$ cat config.mk
export PLATFORM = sky130hd
export DESIGN_NAME = timing_trigger_sequencer
export DESIGN_NICKNAME = d
export VERILOG_FILES = /design/src/rtl/trig_seq_pkg.sv /design/src/rtl/timing_trigger_sequencer.sv
export SDC_FILE = /design/constraint.sdc
export NUM_CORES = 1
export LEC_CHECK = 0
export BUFFER_PORTS_ARGS = -buffer_cell sky130_fd_sc_hd__buf_2
export CAP_MARGIN = 40
export CORE_MARGIN = 5
export CORE_UTILIZATION = 58
export DETAILED_ROUTE_END_ITERATION = 8
export PLACE_DENSITY = 0.86
export SLEW_MARGIN = 20
export SYNTH_ARGS = -nofsm -noshare
export SYNTH_HDL_FRONTEND = slang
export SYNTH_SLANG_ARGS = --single-unit
$ cat constraint.sdc
create_clock -name sys_clk_i -period 11 [get_ports sys_clk_i]
set_input_delay 1.65 -clock sys_clk_i [delete_from_list [all_inputs] [get_ports sys_clk_i]]
set_output_delay 1.65 -clock sys_clk_i [all_outputs]
set_load 0.1 [all_outputs]
$ cat src/rtl/trig_seq_pkg.sv
// Constants and types shared by the timing trigger sequencer
package trig_seq_pkg;

  // ----------------------------------------------------------------
  // Widths and sizes
  // ----------------------------------------------------------------
  localparam int LINE_W = 8;   // Sampled lines of the system under test
  localparam int SEL_W  = 3;   // Line select for an edge term
  localparam int LEVELS = 4;   // Sequence levels
  localparam int LVL_W  = 2;
  localparam int OCC_W  = 8;   // Occurrence counter width
  localparam int TMR_W  = 16;  // Interval timer width, in sample clocks
  localparam int DUR_W  = 8;   // Pattern minimum duration, in sample clocks
  localparam int TIMERS = 2;

  // ----------------------------------------------------------------
  // Fixed values
  // ----------------------------------------------------------------
  localparam logic [LVL_W-1:0] LEVEL_ONE  = 2'h0;
  localparam logic [LVL_W-1:0] LEVEL_LAST = 2'h3;
  localparam logic [LVL_W-1:0] LEVEL_STEP = 2'h1;
  localparam logic [OCC_W-1:0] OCC_ZERO   = 8'h00;
  localparam logic [OCC_W-1:0] OCC_STEP   = 8'h01;
  localparam logic [TMR_W-1:0] TMR_ZERO   = 16'h0000;
  localparam logic [TMR_W-1:0] TMR_STEP   = 16'h0001;
  localparam logic [TMR_W-1:0] TMR_MAX    = 16'hFFFF;
  localparam logic [DUR_W-1:0] DUR_ZERO   = 8'h00;
  localparam logic [DUR_W-1:0] DUR_STEP   = 8'h01;
  localparam logic [DUR_W-1:0] DUR_MAX    = 8'hFF;
  localparam logic [LINE_W-1:0] LINES_ZERO = 8'h00;

  // ----------------------------------------------------------------
  // Types
  // ----------------------------------------------------------------
  typedef enum logic [1:0] {EDGE_ASSERT, EDGE_POS, EDGE_NEG, EDGE_EITHER} edge_kind_t;

  typedef enum logic [3:0] {
    TERM_NEVER, TERM_ANY, TERM_FIRST_EDGE_TERM, TERM_SECOND_EDGE_TERM, TERM_PAT, TERM_NOT_PAT,
    TERM_PAT_HELD, TERM_T1_OVER, TERM_T1_UNDER, TERM_T2_OVER, TERM_T2_UNDER,
    TERM_T1U_OR_T2O
  } term_t;

  localparam int NUM_TERMS = 12;

  typedef enum logic [1:0] {SEQ_IDLE, SEQ_SEARCH, SEQ_FIRED} seq_state_t;

endpackage

$ cat src/rtl/timing_trigger_sequencer.sv
// Timing-mode trigger sequencer: edge, pattern and timer terms over sequence levels
//
// Overview of operation
// - Each edge term matches asserting, rising, falling or either transition on a chosen line.
// - A level counts trigger-term matches and acts when the count reaches its occurrence value.
// - Pattern term can require holding longer than a minimum time before the level advances.
// - Entering a level starts the interval timers that level's timer control selects.
// - Timer-exceeded term is true once the running timer passes its limit, firing the trigger.
// - Else pattern seen before the timer limit returns the sequence to level one.
// - Two independent interval timers, each with its own limit.
// - Timers started by level two begin on the sample whose edge advanced the sequence.
// - Falling-edge term matching in level two moves the sequence to level three.
// - Level three fires when timer one is below minimum or timer two above maximum.
// - Otherwise the else branch in level three returns the sequence to level one.
`timescale 1ns/1ps
module timing_trigger_sequencer (
  input  wire logic                                 sys_clk_i,
  input  wire logic                                 reset_i,
  input  wire logic                                 ce_i,
  input  wire logic                                 arm_i,
  input  wire logic [trig_seq_pkg::LINE_W-1:0]      lines_i,
  input  wire logic [trig_seq_pkg::SEL_W-1:0]       edge_line_i      [2],
  input  wire trig_seq_pkg::edge_kind_t             edge_kind_i      [2],
  input  wire logic                                 edge_active_hi_i [2],
  input  wire logic [trig_seq_pkg::LINE_W-1:0]      pat_value_i,
  input  wire logic [trig_seq_pkg::LINE_W-1:0]      pat_care_i,
  input  wire logic [trig_seq_pkg::DUR_W-1:0]       pat_min_i,
  input  wire logic [trig_seq_pkg::TMR_W-1:0]       timer_limit_i    [trig_seq_pkg::TIMERS],
  input  wire trig_seq_pkg::term_t                  find_term_i      [trig_seq_pkg::LEVELS],
  input  wire logic [trig_seq_pkg::OCC_W-1:0]       occ_value_i      [trig_seq_pkg::LEVELS],
  input  wire logic                                 level_fires_i    [trig_seq_pkg::LEVELS],
  input  wire trig_seq_pkg::term_t                  else_term_i      [trig_seq_pkg::LEVELS],
  input  wire logic [trig_seq_pkg::LVL_W-1:0]       else_level_i     [trig_seq_pkg::LEVELS],
  input  wire logic [trig_seq_pkg::TIMERS-1:0]      timer_start_i    [trig_seq_pkg::LEVELS],
  output logic [trig_seq_pkg::LINE_W-1:0]           sample_o,
  output logic                                      trigger_o,
  output logic                                      trigger_pulse_o,
  output logic                                      armed_o,
  output logic [trig_seq_pkg::LVL_W-1:0]            level_o
);
  import trig_seq_pkg::*;

  // ----------------------------------------------------------------
  // Input synchronisation
  // ----------------------------------------------------------------
  logic [LINE_W-1:0] sync1_reg, sync2_reg, sync3_reg, filt_reg, prev_reg;

  // Lines are asynchronous; a change counts only once stages two and three agree
  always_ff @(posedge sys_clk_i) begin
    if (reset_i) begin
      sync1_reg <= LINES_ZERO;
      sync2_reg <= LINES_ZERO;
      sync3_reg <= LINES_ZERO;
      filt_reg  <= LINES_ZERO;
      prev_reg  <= LINES_ZERO;
    end else if (ce_i) begin
      sync1_reg <= lines_i;
      sync2_reg <= sync1_reg;
      sync3_reg <= sync2_reg;
      for (int b = 0; b < LINE_W; b++) begin
        if (sync2_reg[b] == sync3_reg[b]) begin
          filt_reg[b] <= sync3_reg[b];
        end
      end
      prev_reg <= filt_reg;
    end
  end

  // ----------------------------------------------------------------
  // Edge and pattern terms
  // ----------------------------------------------------------------
  function automatic logic edge_match(edge_kind_t kind, logic act_hi, logic cur, logic prev);
    logic rise, fall;
    rise = cur & ~prev;
    fall = ~cur & prev;
    case (kind)
      EDGE_ASSERT: edge_match = act_hi ? rise : fall;
      EDGE_POS:    edge_match = rise;
      EDGE_NEG:    edge_match = fall;
      default:     edge_match = rise | fall;
    endcase
  endfunction

  logic [1:0]       edge_hit;
  logic             pat_match;
  logic             pat_held;
  logic [DUR_W-1:0] pat_cnt_reg;

  assign edge_hit[0] = edge_match(edge_kind_i[0], edge_active_hi_i[0],
                                  filt_reg[edge_line_i[0]], prev_reg[edge_line_i[0]]);
  assign edge_hit[1] = edge_match(edge_kind_i[1], edge_active_hi_i[1],
                                  filt_reg[edge_line_i[1]], prev_reg[edge_line_i[1]]);
  assign pat_match   = ((filt_reg ^ pat_value_i) & pat_care_i) == LINES_ZERO;
  assign pat_held    = pat_match && (pat_cnt_reg > pat_min_i);

  // Held-time counter restarts on any mismatch; saturates so long holds stay true
  always_ff @(posedge sys_clk_i) begin
    if (reset_i) begin
      pat_cnt_reg <= DUR_ZERO;
    end else if (ce_i) begin
      if (!pat_match) begin
        pat_cnt_reg <= DUR_ZERO;
      end else if (pat_cnt_reg != DUR_MAX) begin
        pat_cnt_reg <= pat_cnt_reg + DUR_STEP;
      end
    end
  end

  // ----------------------------------------------------------------
  // Interval timers
  // ----------------------------------------------------------------
  logic [TMR_W-1:0]  tmr_cnt_reg [TIMERS];
  logic [TIMERS-1:0] tmr_run_reg;
  logic [TIMERS-1:0] tmr_over, tmr_under, start_now, stop_now;

  assign tmr_over[0]  = tmr_cnt_reg[0] > timer_limit_i[0];
  assign tmr_over[1]  = tmr_cnt_reg[1] > timer_limit_i[1];
  assign tmr_under[0] = tmr_cnt_reg[0] < timer_limit_i[0];
  assign tmr_under[1] = tmr_cnt_reg[1] < timer_limit_i[1];

  // ----------------------------------------------------------------
  // Term selection and level decisions
  // ----------------------------------------------------------------
  seq_state_t          state_reg;
  logic [LVL_W-1:0]    level_reg, next_level;
  logic [OCC_W-1:0]    occ_cnt_reg, occ_inc;
  logic [NUM_TERMS-1:0] term_vec;
  logic                find_hit, else_hit, reached, fire_now, advance, go_else, enter_now;

  assign term_vec = {tmr_under[0] | tmr_over[1], tmr_under[1], tmr_over[1], tmr_under[0],
                     tmr_over[0], pat_held, ~pat_match, pat_match, edge_hit[1], edge_hit[0],
                     1'b1, 1'b0};
  assign find_hit  = (state_reg == SEQ_SEARCH) && term_vec[find_term_i[level_reg]];
  assign else_hit  = (state_reg == SEQ_SEARCH) && term_vec[else_term_i[level_reg]];
  assign occ_inc   = occ_cnt_reg + OCC_STEP;
  assign reached   = find_hit && (occ_inc >= occ_value_i[level_reg]);
  // The awaited term wins over the else term when both hold on the sample that completes its count
  assign fire_now  = reached && level_fires_i[level_reg];
  assign advance   = reached && !level_fires_i[level_reg];
  assign go_else   = else_hit && !reached;
  assign enter_now = arm_i || advance || go_else;
  assign next_level = arm_i   ? LEVEL_ONE :
                      advance ? ((level_reg == LEVEL_LAST) ? LEVEL_LAST : level_reg + LEVEL_STEP) :
                      else_level_i[level_reg];
  assign start_now[0] = enter_now && timer_start_i[next_level][0];
  assign start_now[1] = enter_now && timer_start_i[next_level][1];
  assign stop_now     = {TIMERS{enter_now && (next_level == LEVEL_ONE)}} & ~start_now;

  // Timers count from zero on the entry sample; later entries without a start keep them running, except entry to level one, which stops them
  always_ff @(posedge sys_clk_i) begin
    if (reset_i) begin
      tmr_run_reg <= '0;
      for (int t = 0; t < TIMERS; t++) begin
        tmr_cnt_reg[t] <= TMR_ZERO;
      end
    end else if (ce_i) begin
      for (int t = 0; t < TIMERS; t++) begin
        if (start_now[t]) begin
          tmr_cnt_reg[t] <= TMR_ZERO;
          tmr_run_reg[t] <= 1'b1;
        end else if (stop_now[t]) begin
          tmr_run_reg[t] <= 1'b0;
        end else if (tmr_run_reg[t] && tmr_cnt_reg[t] != TMR_MAX) begin
          tmr_cnt_reg[t] <= tmr_cnt_reg[t] + TMR_STEP;
        end
      end
    end
  end

  // ----------------------------------------------------------------
  // Sequencer state
  // ----------------------------------------------------------------
  logic trig_reg, pulse_reg;

  // Arming restarts from level one; trigger holds until the next arm
  always_ff @(posedge sys_clk_i) begin
    if (reset_i) begin
      state_reg   <= SEQ_IDLE;
      level_reg   <= LEVEL_ONE;
      occ_cnt_reg <= OCC_ZERO;
      trig_reg    <= 1'b0;
      pulse_reg   <= 1'b0;
    end else if (ce_i) begin
      pulse_reg <= 1'b0;
      if (enter_now) begin
        level_reg   <= next_level;
        occ_cnt_reg <= OCC_ZERO;
      end else if (find_hit) begin
        occ_cnt_reg <= occ_inc;
      end
      case (state_reg)
        SEQ_IDLE: begin
          if (arm_i) begin
            state_reg <= SEQ_SEARCH;
          end
        end
        SEQ_SEARCH: begin
          if (arm_i) begin
            state_reg <= SEQ_SEARCH;
          end else if (fire_now) begin
            state_reg <= SEQ_FIRED;
            trig_reg  <= 1'b1;
            pulse_reg <= 1'b1;
          end
        end
        default: begin
          if (arm_i) begin
            state_reg <= SEQ_SEARCH;
            trig_reg  <= 1'b0;
          end
        end
      endcase
    end
  end

  assign sample_o        = filt_reg;
  assign trigger_o       = trig_reg;
  assign trigger_pulse_o = pulse_reg;
  assign armed_o         = (state_reg == SEQ_SEARCH);
  assign level_o         = level_reg;
endmodule

==> results.yml <==
outcome:
  status: "completed"
final_layout:
  layout_common_cells: "176 x buf_2, 93 x nor2_1, 64 x inv_1, 64 x dfxtp_1, 59 x ha_1"
  syn2layout_area_growth_pct: 18.7
  drive_gt1_share_pct: 28.0
  nNetsFinal: 1104
  final_common_cell: "buf_2"
  fin_util_pct: 70.3
  n_fill_cell: 861
  largest_reg_flops: 32
synthesis:
  synth_flop_cell: "dfxtp_1"
  synth_cell_types: 67
  ys_seq_area_share_pct: 33.0
  synth_edf_count: 32
  synth-async-reset-ratio_pct: 0
  ys_ff_latch: 96
  synth_cells: 711
  synth_top_area_share_pct: 18.9
  syn_area_um2: 6790
  synth_area_leaders: "dfxtp_1 19%, edfxtp_1 14%, ha_1 11%"
  postSynthNetCount: 934
  yosysWarnings: 0
  syn_area_per_cell_um2: 9.55
  synth_area_leader_cell: "dfxtp_1"
floorplanning:
  rows: 39
  chipWidth_um: 118
  dieArea_um2: 14000
  io_pins: 177
  core_area_um2: 11500
  die_h_um: 118
  initial_core_util_pct: 59.2
global_route:
  antenna_found_initial: 8
  grt_overflow: 0
  grt_usage_pct: 23.4
  grt_pass1_vias: 5873
  grt_pass1_wl_um: 27200
  grt_max_degree: 62
route:
  drt_iter0_drc: 340
  route.detailed.drc: 0
  drt_first_pass_iters: 5
  vias_per_cell: 5.69
  dr_total_vias: 5893
  avgRoutedWirePerCell_um: 16.3
  ant_nets: 0
  finalWirelength_um: 16900
setup_path:
  cp.arrival_ns: 6.00
  reg2reg_to: "tmr_cnt_reg[0][4]"
  start_kind: "input port"
  rrSetupSlack_ns: 5.51
  startpoint: "edge_line_i[0]"
  rr_worst_depth: 14
  crit_required_ns: 10.88
  crit_path_end_kind: "flop"
  reg2reg_from: "level_o[0]"
  cp-endpoint: "tmr_cnt_reg[1][4]"
  cp_max_fo: 17
  path_class: "input port to flop"
sta:
  relSlewSlack_pct: 48.6
  fin_worst_skew_ns: 0.0106
  worst_pin_slew_ns: 0.769
  rsz0062_at_grt: "false"
  slew_violations: 0
  setup_viol: 0
  tns_ns: 0
  timing.final.ws_setup_ns: 4.87
  fmax_mhz: 163
  final_hold_viol_count: 0
  min_period_ns: 6.13
  post-route-period-util_pct: 55.7
clock_tree:
  clkTransAtPathRegs_ns: 0.07
  cts_buffer_depth: 2
  cts_max_level: 3
  hold_buffers: 0
  post_cts_buffers: 0
  numCtsBuffers: 9
  cts_sinks: 96
  post_cts_resized: 0
  cts_tree: "done"
  clock-root-buffer: "clkbuf_16"
  clk_latency_ns: 0.34
place:
  hpwl_um: 13100
  pre_cts_ws_ns: 4.49
  place_congestion: 0.889
  place.port_buffers: 176
job:
  cap_violations: 0
pwr:
  irDropWorstVdd_mv: 0.0934
  p_leak_nw: 3.69
  power_density_nw_per_um2: 106
hold_path:
  min_path_type: "flop to flop"
[how the worst min path moves through the flow]
stage / from / to / slack [ns] / depth (start not counted)
final: trigger_pulse_o / trigger_pulse_o / 0.47 / 2
after global routing: trigger_pulse_o / trigger_pulse_o / 0.50 / 2
after CTS: trigger_pulse_o / trigger_pulse_o / 0.47 / 2
after detailed placement: trigger_pulse_o / trigger_pulse_o / 0.46 / 2
after global placement: trigger_pulse_o / trigger_pulse_o / 0.45 / 2
after floorplan: sync3_reg[7] / sample_o[7] / 0.43 / 2
[metrics by stage]
step	instances	hold slack (ns)	total power, W	cell area [µm²]
after CTS	1028	0.473	0.000860	8040
final	1035	0.470	0.000858	8060
after floorplan	711	0.433	0.000493	6790
after detailed placement	1012	0.455	0.000545	7730
after global routing	1034	0.496	0.000893	8060
after global placement	1012	0.448	0.000541	7730
[report_power, final]
group          total, W  switching [W]  internal, W
sequential     0.000393      0.0000140     0.000379
combinational  0.000147      0.0000771    0.0000694
clock          0.000318       0.000155     0.000163
total          0.000858       0.000246     0.000612
[layer usage]
| layer | share of wire (%) | track usage, % | wire length [µm] |
|---|---|---|---|
| met5 | 0.17 | 0 | 28 |
| met2 | 50 | 41.3 | 8440 |
| met4 | 2.5 | 8.75 | 414 |
| met3 | 7.1 | 6.06 | 1210 |
| met1 | 40 | 27.3 | 6790 |
[kinds of logic (layout without fill, tap and decap cells)]
| kind of cell | Yosys count | count (layout) | share of synthesized area [%] |
|---|---|---|---|
| multiplexers | 66 | 66 | 14.8 |
| buffers and inverters | 86 | 261 | 5.80 |
| AO/OA/AOI/OAI | 128 | 128 | 12.8 |
| AND/OR/NAND/NOR | 226 | 226 | 16.2 |
| other | 0 | 6 | 0 |
| adder cells (fa/ha/maj) | 59 | 59 | 10.9 |
| flip-flops | 96 | 96 | 33.0 |
| XOR/XNOR | 50 | 50 | 6.45 |
[Yosys cell counts, drive strengths merged, types with 4 or more instances]
cell type  count
nor2         103
dfxtp         64
inv           64
ha            59
a21oi         42
mux2i         39
xor2          34
edfxtp        32
nand2         32
o21ai         30
mux4          27
nand3         27
nand4         17
xnor2         16
clkbuf        15
a22oi         11
a21o          10
and2           7
buf            7
nand2b         6
nor2b          6
nor3           6
o31ai          5
a211oi         4
a31oi          4
and3           4
or3            4
[final cells by class]
class	count	area (µm²)	share of cell area, %
multi-input cells	529	4160	51.5
flip-flops and latches	96	2240	27.8
repair buffers	181	918	11.4
inverters	64	240	2.98
clock buffers	9	225	2.79
well taps	143	179	2.22
clock inverters	7	86.3	1.07
diodes	6	15.0	0.186
[critical path: stages]
cell	delay, ns
buf_2	0.16
mux4_2	0.52
mux2i_1	0.21
ha_1	0.18
inv_1	0.04
o32ai_1	0.36
nor2_1	0.10
a31oi_1	0.21
o31ai_1	0.09
a41oi_1	0.19
o311ai_0	0.26
o21ai_1	0.55
o31ai_1	0.18
o21ai_2	0.59
nand3b_1	0.71
(Power assumes the default switching activity.)
